<file path="config.mk">
export PLATFORM = sky130hd
export DESIGN_NAME = fca_array
export DESIGN_NICKNAME = d
export VERILOG_FILES = /design/src/logic/fca_pkg.sv /design/src/logic/fca_array.sv /design/src/logic/fca_fifo.sv
export SDC_FILE = /design/constraint.sdc
export NUM_CORES = 2
export LEC_CHECK = 0
export BUFFER_PORTS_ARGS = -buffer_cell sky130_fd_sc_hd__buf_2
export CORE_MARGIN = 3
export CORE_UTILIZATION = 62
export DETAILED_ROUTE_END_ITERATION = 7
export PLACE_DENSITY = 0.79
export SETUP_SLACK_MARGIN = 0.5
export SYNTH_ARGS = -nofsm -noshare
export SYNTH_HDL_FRONTEND = slang
export SYNTH_SLANG_ARGS = --single-unit
</file>
<file path="constraint.sdc">
create_clock -name ref_clk -period 77.6 [get_ports ref_clk]
set_clock_uncertainty 0.1 [all_clocks]
set_input_delay 7.76 -clock ref_clk [delete_from_list [all_inputs] [get_ports ref_clk]]
set_output_delay 7.76 -clock ref_clk [all_outputs]
set_load 0.01 [all_outputs]
</file>
<file path="src/logic/fca_pkg.sv">
// Purpose: shared constants and types for the eight-cell fir array
// Assumes: one sample clock, synchronous control pins
// Notes: none
`default_nettype none
package fca_pkg;
    localparam int NUM_CELLS = 8;
    localparam int SAMPLE_W = 9;
    localparam int PROD_W = 18;
    localparam int ACC_W = 26;
    localparam int SEL_W = 3;
    localparam int PIPE_STAGES = 4;
    localparam int MAX_DECIM = 4;
    localparam int LOW_W = 16;
    localparam int SHIFT_BITS = 8;
    localparam int FIFO_DEPTH = 16;
    localparam logic [1:0] DECIM_RST = 2'h0;

    typedef struct packed {
        logic [ACC_W-1:0] sum;
    } fca_result_t;

    typedef enum logic [1:0] {
        FCA_DLY1,
        FCA_DLY2,
        FCA_DLY3,
        FCA_DLY_RSVD
    } fca_decim_t;
endpackage
`default_nettype wire

</file>
<file path="src/logic/fca_array.sv">
// Purpose: eight-cell systolic fir multiply-accumulate array with output stage
// Assumes: all pins except rst_b synchronous to ref_clk; far side sequences samples and controls
// Notes: result_bus enables are active low; the fifo captures each newly selected result unless full
// Operation
// - four pipeline stages: input register, two multiplier registers, result holding.
// - first sum appears filter length plus three clocks after first input.
// - after fill, one new output per clock, cells in turn.
// - last output exactly four clocks after last input sample.
// - eight-tap output is sum of coefficient times delayed sample.
// - during trailing zeros results are read and accumulators cleared.
// - decimation by two or three supported.
// - each cell delays coefficients by one, two or three clocks.
// - hold register loads every clock except the one after cell selection.
// - clear without reset clears only the addressed cell accumulator.
// - output mux picks cell when shift-add low now and before.
// - sample register loads one clock after enable low; zeros while high.
`timescale 1ns/1ps
`default_nettype none
module fca_array #(
    parameter int CELLS = fca_pkg::NUM_CELLS,
    parameter int DEPTH = fca_pkg::FIFO_DEPTH
) (
    input wire logic ref_clk, // sample clock
    input wire logic rst_b, // async reset, active low
    input wire logic reset_n, // synchronous register clear pin
    input wire logic erase_n, // accumulator clear pin
    input wire logic [fca_pkg::SAMPLE_W-1:0] sample_in, // sample bus
    input wire logic sample_load_en_n, // sample enable, active low
    input wire logic [fca_pkg::SAMPLE_W-1:0] coeff_in, // coefficient bus
    input wire logic [1:0] decim_sel, // coefficient delay select
    input wire logic [fca_pkg::SEL_W-1:0] cell_sel, // cell address
    input wire logic shift_add_sel, // shift-and-add control
    input wire logic result_low_oe_n, // low result lane enable
    input wire logic result_high_oe_n, // high result lane enable
    output logic [fca_pkg::SAMPLE_W-1:0] coeff_out, // coefficient cascade output
    output logic [fca_pkg::ACC_W-1:0] result_bus, // result bus value
    output logic [fca_pkg::ACC_W-1:0] result_oe, // per-bit drive enable
    output logic [fca_pkg::ACC_W-1:0] fifo_data, // buffered result
    output logic fifo_valid, // buffered result valid
    input wire logic fifo_ready, // buffered result accept
    output logic fifo_full // result fifo full
);
    localparam int SW = fca_pkg::SAMPLE_W;
    localparam int AW = fca_pkg::ACC_W;
    initial begin
        if (CELLS != (1 << fca_pkg::SEL_W)) begin
            $error("fca_array: cell count must match address width");
        end
    end

    logic [1:0] rst_sync_q;
    logic rst_n;
    always_ff @(posedge ref_clk or negedge rst_b) begin
        if (!rst_b) begin
            rst_sync_q <= 2'h0;
        end else begin
            rst_sync_q <= {rst_sync_q[0], 1'b1};
        end
    end
    assign rst_n = rst_sync_q[1];

    // control pins latched one clock
    logic reset_q;
    logic erase_q;
    logic sen_q;
    logic shift_add_sel_q;
    logic shift_add_sel_prev_q;
    logic [fca_pkg::SEL_W-1:0] sel_q;
    logic [fca_pkg::SEL_W-1:0] sel_prev_q;
    logic [1:0] decim_q;
    always_ff @(posedge ref_clk or negedge rst_n) begin
        if (!rst_n) begin
            reset_q <= 1'b0;
            erase_q <= 1'b0;
            sen_q <= 1'b0;
            shift_add_sel_q <= 1'b0;
            shift_add_sel_prev_q <= 1'b0;
            sel_q <= '0;
            sel_prev_q <= '0;
            decim_q <= fca_pkg::DECIM_RST;
        end else begin
            reset_q <= !reset_n;
            erase_q <= !erase_n;
            sen_q <= !sample_load_en_n;
            shift_add_sel_q <= shift_add_sel;
            shift_add_sel_prev_q <= shift_add_sel_q;
            sel_q <= cell_sel;
            sel_prev_q <= sel_q;
            decim_q <= decim_sel;
        end
    end
    logic clr_all;
    logic clr_acc_all;
    assign clr_all = reset_q;
    assign clr_acc_all = reset_q && erase_q;

    // broadcast sample register; coefficient chain through cells
    logic signed [SW-1:0] x_q;
    logic signed [SW-1:0] c_in_q;
    always_ff @(posedge ref_clk or negedge rst_n) begin
        if (!rst_n) begin
            x_q <= '0;
            c_in_q <= '0;
        end else if (clr_all) begin
            x_q <= '0;
            c_in_q <= '0;
        end else begin
            x_q <= sen_q ? sample_in : '0;
            c_in_q <= coeff_in;
        end
    end

    logic signed [SW-1:0] chain [CELLS+1];
    logic signed [AW-1:0] acc_q [CELLS];
    logic signed [AW-1:0] hold_q [CELLS];
    assign chain[0] = c_in_q;

    genvar g;
    generate
        for (g = 0; g < CELLS; g++) begin : gen_cell
            logic signed [SW-1:0] d_q [fca_pkg::MAX_DECIM-1];
            logic signed [fca_pkg::PROD_W-1:0] ma_q;
            logic signed [fca_pkg::PROD_W-1:0] mb_q;
            logic signed [AW-1:0] sum;
            logic hit;
            assign hit = sel_q == fca_pkg::SEL_W'(g);
            // coefficient delay: one, two or three registers
            always_ff @(posedge ref_clk or negedge rst_n) begin
                if (!rst_n) begin
                    d_q[0] <= '0;
                    d_q[1] <= '0;
                    d_q[2] <= '0;
                end else if (clr_all) begin
                    d_q[0] <= '0;
                    d_q[1] <= '0;
                    d_q[2] <= '0;
                end else begin
                    d_q[0] <= chain[g];
                    d_q[1] <= d_q[0];
                    d_q[2] <= d_q[1];
                end
            end
            always_comb begin
                unique case (fca_pkg::fca_decim_t'(decim_q))
                    fca_pkg::FCA_DLY2: chain[g+1] = d_q[1];
                    fca_pkg::FCA_DLY3: chain[g+1] = d_q[2];
                    default: chain[g+1] = d_q[0];
                endcase
            end
            always_ff @(posedge ref_clk or negedge rst_n) begin
                if (!rst_n) begin
                    ma_q <= '0;
                    mb_q <= '0;
                end else if (clr_all) begin
                    ma_q <= '0;
                    mb_q <= '0;
                end else begin
                    ma_q <= chain[g] * x_q;
                    mb_q <= ma_q;
                end
            end
            // a fresh sum starts once the cell has been selected
            assign sum = (hit ? AW'(0) : acc_q[g]) + AW'(mb_q);
            always_ff @(posedge ref_clk or negedge rst_n) begin
                if (!rst_n) begin
                    acc_q[g] <= '0;
                    hold_q[g] <= '0;
                end else begin
                    if (clr_acc_all || (erase_q && !reset_q && hit)) begin
                        acc_q[g] <= '0;
                    end else begin
                        acc_q[g] <= sum;
                    end
                    if (clr_all) begin
                        hold_q[g] <= '0;
                    end else if (!hit) begin
                        hold_q[g] <= sum;
                    end
                end
            end
        end
    endgenerate
    assign coeff_out = chain[CELLS];

    // output stage: shift-and-add buffer and output mux
    logic signed [AW-1:0] cell_val;
    logic signed [AW-1:0] buf_q;
    logic signed [AW-1:0] mux_val;
    logic new_sel;
    assign cell_val = hold_q[sel_q];
    assign new_sel = sel_q != sel_prev_q;
    always_ff @(posedge ref_clk or negedge rst_n) begin
        if (!rst_n) begin
            buf_q <= '0;
        end else if (clr_all) begin
            buf_q <= '0;
        end else begin
            buf_q <= cell_val + (shift_add_sel_q ? (buf_q >>> fca_pkg::SHIFT_BITS) : AW'(0));
        end
    end
    assign mux_val = (!shift_add_sel_q && !shift_add_sel_prev_q) ? cell_val : buf_q;

    // result register freezes while the address stands and shift-add is low now and before
    logic [AW-1:0] res_q;
    logic [AW-1:0] oe_q;
    always_ff @(posedge ref_clk or negedge rst_n) begin
        if (!rst_n) begin
            res_q <= '0;
            oe_q <= '0;
        end else begin
            if (new_sel || shift_add_sel_q || shift_add_sel_prev_q) begin
                res_q <= mux_val;
            end
            oe_q <= {{(AW-fca_pkg::LOW_W){!result_high_oe_n}}, {fca_pkg::LOW_W{!result_low_oe_n}}};
        end
    end
    assign result_bus = res_q;
    assign result_oe = oe_q;

    logic in_ready;
    logic [AW-1:0] f_data;
    logic f_valid;
    logic full_q;
    logic fv_q;
    logic [AW-1:0] fd_q;
    fca_fifo #(.WIDTH(AW), .DEPTH(DEPTH)) u_fifo (
        .clk(ref_clk),
        .rst_n(rst_n),
        .in_data(mux_val),
        .in_valid(new_sel),
        .in_ready(in_ready),
        .out_data(f_data),
        .out_valid(f_valid),
        .out_ready(fifo_ready && fv_q)
    );
    // registered view of fifo head; pop only after it has been shown
    always_ff @(posedge ref_clk or negedge rst_n) begin
        if (!rst_n) begin
            full_q <= 1'b0;
            fv_q <= 1'b0;
            fd_q <= '0;
        end else begin
            // a pop this clock frees a slot, so full never outlives the valid view
            full_q <= !in_ready && !(fifo_ready && fv_q);
            fv_q <= f_valid && !(fifo_ready && fv_q);
            fd_q <= f_data;
        end
    end
    assign fifo_full = full_q;
    assign fifo_valid = fv_q;
    assign fifo_data = fd_q;
endmodule
`default_nettype wire

</file>
<file path="src/logic/fca_fifo.sv">
// Purpose: result fifo with valid/ready on both sides
// Assumes: depth is a power of two
// Notes: flip-flop storage addressed by index
`timescale 1ns/1ps
`default_nettype none
module fca_fifo #(
    parameter int WIDTH = 26,
    parameter int DEPTH = 16
) (
    input wire logic clk, // clock
    input wire logic rst_n, // synchronous-released reset
    input wire logic [WIDTH-1:0] in_data, // write data
    input wire logic in_valid, // write request
    output logic in_ready, // not full
    output logic [WIDTH-1:0] out_data, // head data
    output logic out_valid, // not empty
    input wire logic out_ready // read accept
);
    localparam int AW = $clog2(DEPTH);
    initial begin
        if (DEPTH < 2 || (1 << AW) != DEPTH || WIDTH < 1) begin
            $error("fca_fifo: depth must be a power of two >= 2");
        end
    end
    logic [WIDTH-1:0] mem_q [DEPTH];
    logic [AW:0] wr_q;
    logic [AW:0] rd_q;
    logic push;
    logic pop;
    assign in_ready = (wr_q - rd_q) != (AW+1)'(DEPTH);
    assign out_valid = wr_q != rd_q;
    assign out_data = mem_q[rd_q[AW-1:0]];
    assign push = in_valid && in_ready;
    assign pop = out_valid && out_ready;
    always_ff @(posedge clk or negedge rst_n) begin
        if (!rst_n) begin
            wr_q <= '0;
            rd_q <= '0;
        end else begin
            if (push) begin
                wr_q <= wr_q + 1'b1;
            end
            if (pop) begin
                rd_q <= rd_q + 1'b1;
            end
        end
    end
    always_ff @(posedge clk) begin
        if (push) begin
            mem_q[wr_q[AW-1:0]] <= in_data;
        end
    end
endmodule
`default_nettype wire

</file>
# [Word-level counts from Yosys, hierarchy flattened]
# Memories as Yosys holds them, arrays and structs flattened. A register that Yosys moved wholly into a read port is not among the register bits.
# Cells that the tools add are included.
[totals] ff_bits=1034 mem_bits_rw=416 in_bits=32 out_inout_bits=89 mem_count=1
[classes] addsub=12 multipliers=8 order_cmp=1 eq_ne=20 mux=75 bitwise=1 reduce_logical=38
[memory_table] memory="u_fifo.mem_q" depth=16 word_bits=26 rd=1 rd_ports_with_merged_regs=1 wr=1 line="fca_fifo.sv:25" rtl="logic [WIDTH-1:0] mem_q [DEPTH];"
[op_table] operator="$mux W26" count=37
[op_table] operator="$mux W18" count=16
[op_table] operator="$mux W27" count=8
[op_table] operator="$add A26 B18 Y26" count=8
[op_table] operator="$mul A9 B9 Y18" count=8
[op_table] operator="$pmux W9 S2" count=8
[op_table] operator="$bmux W26 S3" count=1
[op_table] operator="$mux W9" count=3
[op_table] operator="$add A26 B26 Y26" count=1
[op_table] operator="$logic_and A1 B1 Y1" count=16
[op_table] operator="$ne A2 B2 Y1 const B" count=8
[op_table] operator="$eq A3 B3 Y1 const B" count=4
[op_table] operator="$logic_not A1 Y1" count=11
[op_table] operator="$add A5 B1 Y5 const B" count=2
[op_table] operator="$logic_or A1 B1 Y1" count=10
[op_table] operator="$eq A3 B2 Y1 const B" count=2
[op_table] operator="$ne A5 B5 Y1" count=1
[op_table] operator="$ne A5 B5 Y1 const B" count=1
[op_table] operator="$sub A5 B5 Y5" count=1
[op_table] operator="$ge A4 B4 Y1 const B" count=1
[op_table] operator="$not A3 Y4" count=1
[op_table] operator="$eq A3 B1 Y1 const B" count=1
[op_table] operator="$logic_not A3 Y1" count=1
[op_table] operator="$ne A3 B3 Y1" count=1
[op_table] operator="other kinds (3)" count=4

# [Longest topological paths before layout]
[logic_depth] depth_word=6 mapped_depth=29 ltp_nobuf=27

# [Modules after synthesis]
# From an unflattened synthesis, not the netlist that was laid out.
[hier_totals] cells_unflattened=8181 area_unflattened_um2=89469.6
[by_module_without_submodules] module="fca_array" instances=1 cells_per_inst=7350 area_each_um2=72677.2 seq_area_each_um2=25899.8
[by_module_without_submodules] module="fca_fifo" instances=1 cells_per_inst=831 area_each_um2=16792.4 seq_area_each_um2=12742.2

# [Worst setup path after synthesis]
# Ideal clock, no wire load.
[synth_timing] path_type="register -> output" from="reg decim_q[0]" to="out coeff_out[0] (netlist name)" arrival_ps=1812 required_time_ps=69740 slack_ps=67928 stages_incl_launch_ff=9 path_buffers=4 cell_sequence="dfrtp_1 > inv_1 > ha_1 > clkbuf_1 > clkbuf_1 > clkbuf_1 > clkbuf_1 > nand2_1 > o21ai_0"
[synth_between] elab_chain_len=2 elab_cells_between_ends=3 classes_between="2 x eq/ne; 1 x mux"
[synth_lines] item="start: declaration" line="fca_array.sv:70" rtl="logic [1:0] decim_q;"
[synth_lines] item="start signal: assignment" line="fca_array.sv:80" rtl="decim_q <= fca_pkg::DECIM_RST;"
[synth_lines] item="start signal: assignment" line="fca_array.sv:89" rtl="decim_q <= decim_sel;"
[synth_lines] item="$eq A2 B2 Y1 / $eq A2 B1 Y1 (equally long branches)" line="fca_array.sv:144" rtl="unique case (fca_pkg::fca_decim_t'(decim_q))"
[synth_lines] item="$pmux W9 S2 *" line="fca_array.sv:144"
[synth_lines] item="end: declaration" line="fca_array.sv:35" rtl="output logic [fca_pkg::SAMPLE_W-1:0] coeff_out,"
# Every way passes the cells marked *; elsewhere a longest branch is shown, timed or not.

# [Worst setup path in the final report]
[layout_timing] from="reg decim_q[0]" to="out coeff_out[4] (netlist name)"
# The elaborated chain is that of the path after synthesis.

==> flow_metrics.env <==
export IMPL_outcome="completed"
export IMPL_grt_max_degree=206
export IMPL_p_per_area_nw_per_um2=21.2
export IMPL_post_route_period_util_pct=13.6
export IMPL_avgSynthCellArea_sq_um=11.2
export IMPL_chipHeight_um=384
export IMPL_cts_sinks=1461
export IMPL_layout_setup_ws_ps=67030
export IMPL_post_cts_setup_buffer_count=0
export IMPL_crit_arrival_ps=2710
export IMPL_htree_levels=4
export IMPL_die_width_um=384
export IMPL_worst_pin_slew_ps=1330
export IMPL_ioPinCount=121
export IMPL_final_cell_mix="1,029 x dfrtp_1, 721 x inv_1, 695 x nor2_1"
export IMPL_drt_pass1_iterations=7
export IMPL_cp_max_fo=72
export IMPL_hold_buffers=0
export IMPL_initial_core_util_pct=62.9
export IMPL_grt_pass1_wl_um=335000
export IMPL_wire_per_inst_um=20.7
export IMPL_first_iter_violations=4688
export IMPL_via_per_inst=5.86
export IMPL_drv_slew=0
export IMPL_gp_congestion=0.879
export IMPL_hpwl_um=137000
export IMPL_cp_cell_sequence="inv_1 -> ha_4 -> a22oi_1 -> o21ai_0 -> buf_2"
export IMPL_syn_nets=9071
export IMPL_finalHoldViolCount=0
export IMPL_gr_usage_all_layers_pct=29.0
export IMPL_grt_pass1_vias=61065
export IMPL_p_leak_nw=46.5
export IMPL_ys_types=78
export IMPL_drive_above_1_share_pct=9.68
export IMPL_cp_slowest_stage_delay_ps=770
export IMPL_hold_class="flop to flop"
export IMPL_vias=58417
export IMPL_critPathKind="flop to primary output"
export IMPL_ir_worst_vdd_uv=31.7
export IMPL_synth_edf_count=416
export IMPL_yosysSeqAreaShare_pct=43.7
export IMPL_crit_required_ps=69740
export IMPL_rows=137
export IMPL_drc=0
export IMPL_clkSlewWorstSetupHoldPaths_ps=60
export IMPL_placed_cell_area_sq_um=91000
export IMPL_critical_path_top_delay_family="adder cells"
export IMPL_cts_resized=0
export IMPL_antenna_found_initial=4
export IMPL_syn_to_final_growth_pct=8.98
export IMPL_rsz0062_at_grt="no"
export IMPL_synthArstFlopShare_pct=71.5
export IMPL_tns_ps=0
export IMPL_routed_wl_um=206000
export IMPL_place_ws_ps=67850
export IMPL_cts_buffers=152
export IMPL_timing_fmax_ghz=0.0946
export IMPL_synthFlopType="dfrtp_1"
export IMPL_antenna_left=0
export IMPL_final_cell_area_sq_um=96400
export IMPL_antenna_cells=0
export IMPL_drv_cap=0
export IMPL_slowest_stage="ha_4"
export IMPL_cts_tree="done"
export IMPL_fillers=9935
export IMPL_clock_tree_buffer_depth=3
export IMPL_period_minus_slack_ps=10570
export IMPL_path_buf_inv=2
export IMPL_synth_area_sq_um=88400
export IMPL_hold_ws_ps=252
export IMPL_io_buffers=120
export IMPL_timing_slew_headroom_pct=11.6
export IMPL_layout_commonest_cell="dfrtp_1"
export IMPL_clkLatencyLatePin_ps=820
export IMPL_fin_nets=9100
export IMPL_grt_overflow_total=0
export IMPL_setup_viol=0
export IMPL_ys_ff_latch=1461
export IMPL_crit_path_start_kind="flop"
export IMPL_syn_inst=7930
export IMPL_root_buffer="clkbuf_16"
export IMPL_coreArea_sq_um=141000
export IMPL_die_area_sq_um=147000
export IMPL_worstSetupEndpointType="primary output"
export IMPL_yosysWarnings=0
sequential cells by signal, indices dropped and copies added (netlist names), 26 cells and up:
name           cells
gen_cell.ma_q    144
gen_cell.d_q     216
acc_q            208
gen_cell.mb_q    144
fifo_data         26
buf_q             26
hold_q           208
result_bus        26
u_fifo.mem_q     416
per-stage QoR:
| step | total power, mW | util [%] | std cells |
|---|---|---|---|
| detailed placement | 1.28 | 64.7 | 9681 |
| global placement | 1.26 | 64.7 | 9681 |
| CTS | 2.05 | 68.5 | 9961 |
| floorplan | 1.16 | - | 7930 |
| global route | 2.12 | 68.6 | 9961 |
| finish | 2.04 | 68.6 | 9961 |
worst register-to-register path, stage by stage, from the launching register on:
cell	delay, ps
dfrtp_1	350
inv_1	70
ha_4	640
buf_4	840
nor2_1	180
a21oi_1	860
nand2_1	170
fa_1	490
fa_1	490
inv_1	60
fa_1	450
fa_1	510
fa_1	420
ha_1	310
o21ai_0	110
a21boi_0	290
o21ai_0	170
a21boi_0	320
o21ai_0	180
a21boi_0	310
o21ai_0	200
a21oi_1	190
mux2_2	350
cell type report:
class	instances	area, sq um	area share [%]
clock buffer	209	4260	4.42
inverter	724	2720	2.82
tap	1876	2350	2.44
clock inverter	71	1080	1.12
timing repair buffer	241	1550	1.60
sequential	1461	38700	40.1
multi-input combinational	5379	45700	47.5
path summary, 6_finish.rpt:
path / start / endpoint / slack (ps) / depth (start not counted)
worst max-delay path: decim_q[0] / coeff_out[4] / 67030 / 5
worst min-delay path: rst_sync_q[0] / rst_sync_q[1] / 250 / 0
worst max register to register: decim_q[0] / gen_cell[3].ma_q[17] / 69420 / 22
worst min register to register: rst_sync_q[0] / rst_sync_q[1] / 250 / 0
max in group asynchronous: rst_b / rst_sync_q[1] / 70680 / 1
min in group asynchronous: rst_sync_q[1] / u_fifo.rd_q[0] / 310 / 0
cell usage after synthesis, types with 8 or more instances:
| cell type | number | share of area (%) |
|---|---|---|
| mux2i_1 | 30 | 0.34 |
| o21a_1 | 39 | 0.33 |
| o21ai_0 | 202 | 1.1 |
| o31ai_1 | 11 | 0.093 |
| a2111oi_0 | 15 | 0.15 |
| a211o_1 | 8 | 0.079 |
| nand2b_1 | 33 | 0.23 |
| nor2_1 | 710 | 3.0 |
| nor3b_1 | 18 | 0.15 |
| xor2_1 | 125 | 1.2 |
| mux4_2 | 182 | 4.6 |
| edfxtp_1 | 416 | 14 |
| and2_1 | 553 | 3.9 |
| xnor2_1 | 201 | 2.0 |
| or3_1 | 14 | 0.099 |
| buf_4 | 24 | 0.20 |
| ha_1 | 540 | 7.6 |
| a21o_1 | 120 | 1.0 |
| nand2_1 | 590 | 2.5 |
| a21boi_0 | 33 | 0.28 |
| mux2_2 | 42 | 0.53 |
| a211oi_1 | 51 | 0.43 |
| o211ai_1 | 17 | 0.14 |
| clkbuf_1 | 304 | 1.3 |
| a21oi_1 | 339 | 1.9 |
| o21bai_1 | 35 | 0.30 |
| fa_1 | 569 | 13 |
| and3_1 | 23 | 0.16 |
| a31oi_1 | 23 | 0.16 |
| or2_2 | 13 | 0.092 |
| nor3_1 | 106 | 0.60 |
| nand4_1 | 13 | 0.092 |
| nand3_1 | 37 | 0.21 |
| nor2b_1 | 459 | 3.2 |
| dfrtp_1 | 1045 | 30 |
| a22oi_1 | 75 | 0.64 |
| buf_1 | 37 | 0.16 |
| o21ai_1 | 57 | 0.32 |
| inv_1 | 722 | 3.1 |
per-layer routing:
metal  vias up  track usage (%)  share of wire [%]
li1      26350                -                  -
met1     29688             38.8                 41
met2      1945             47.9                 49
met3       434             4.30                6.0
met4         0             11.8                4.2
met5         -                0                  0
cells by family after synthesis:
family / after synthesis / share of synthesized area, %
AND/OR/NAND/NOR: 2600 / 14.6
XOR/XNOR: 327 / 3.26
flip-flops: 1461 / 43.7
buffers and inverters: 1090 / 4.73
other: 1 / 0.00424
AO/OA/AOI/OAI: 1088 / 7.67
adder cells (fa/ha/maj): 1109 / 20.5
multiplexers: 254 / 5.51
power by group:
group	total (mW)	switching, mW	internal, mW	leakage [nW]
clock network	0.768	0.328	0.440	2.60
logic	0.360	0.211	0.149	25.8
registers	0.912	0.0418	0.871	18.1
total	2.04	0.581	1.46	46.5
(Power assumes the default switching activity.)
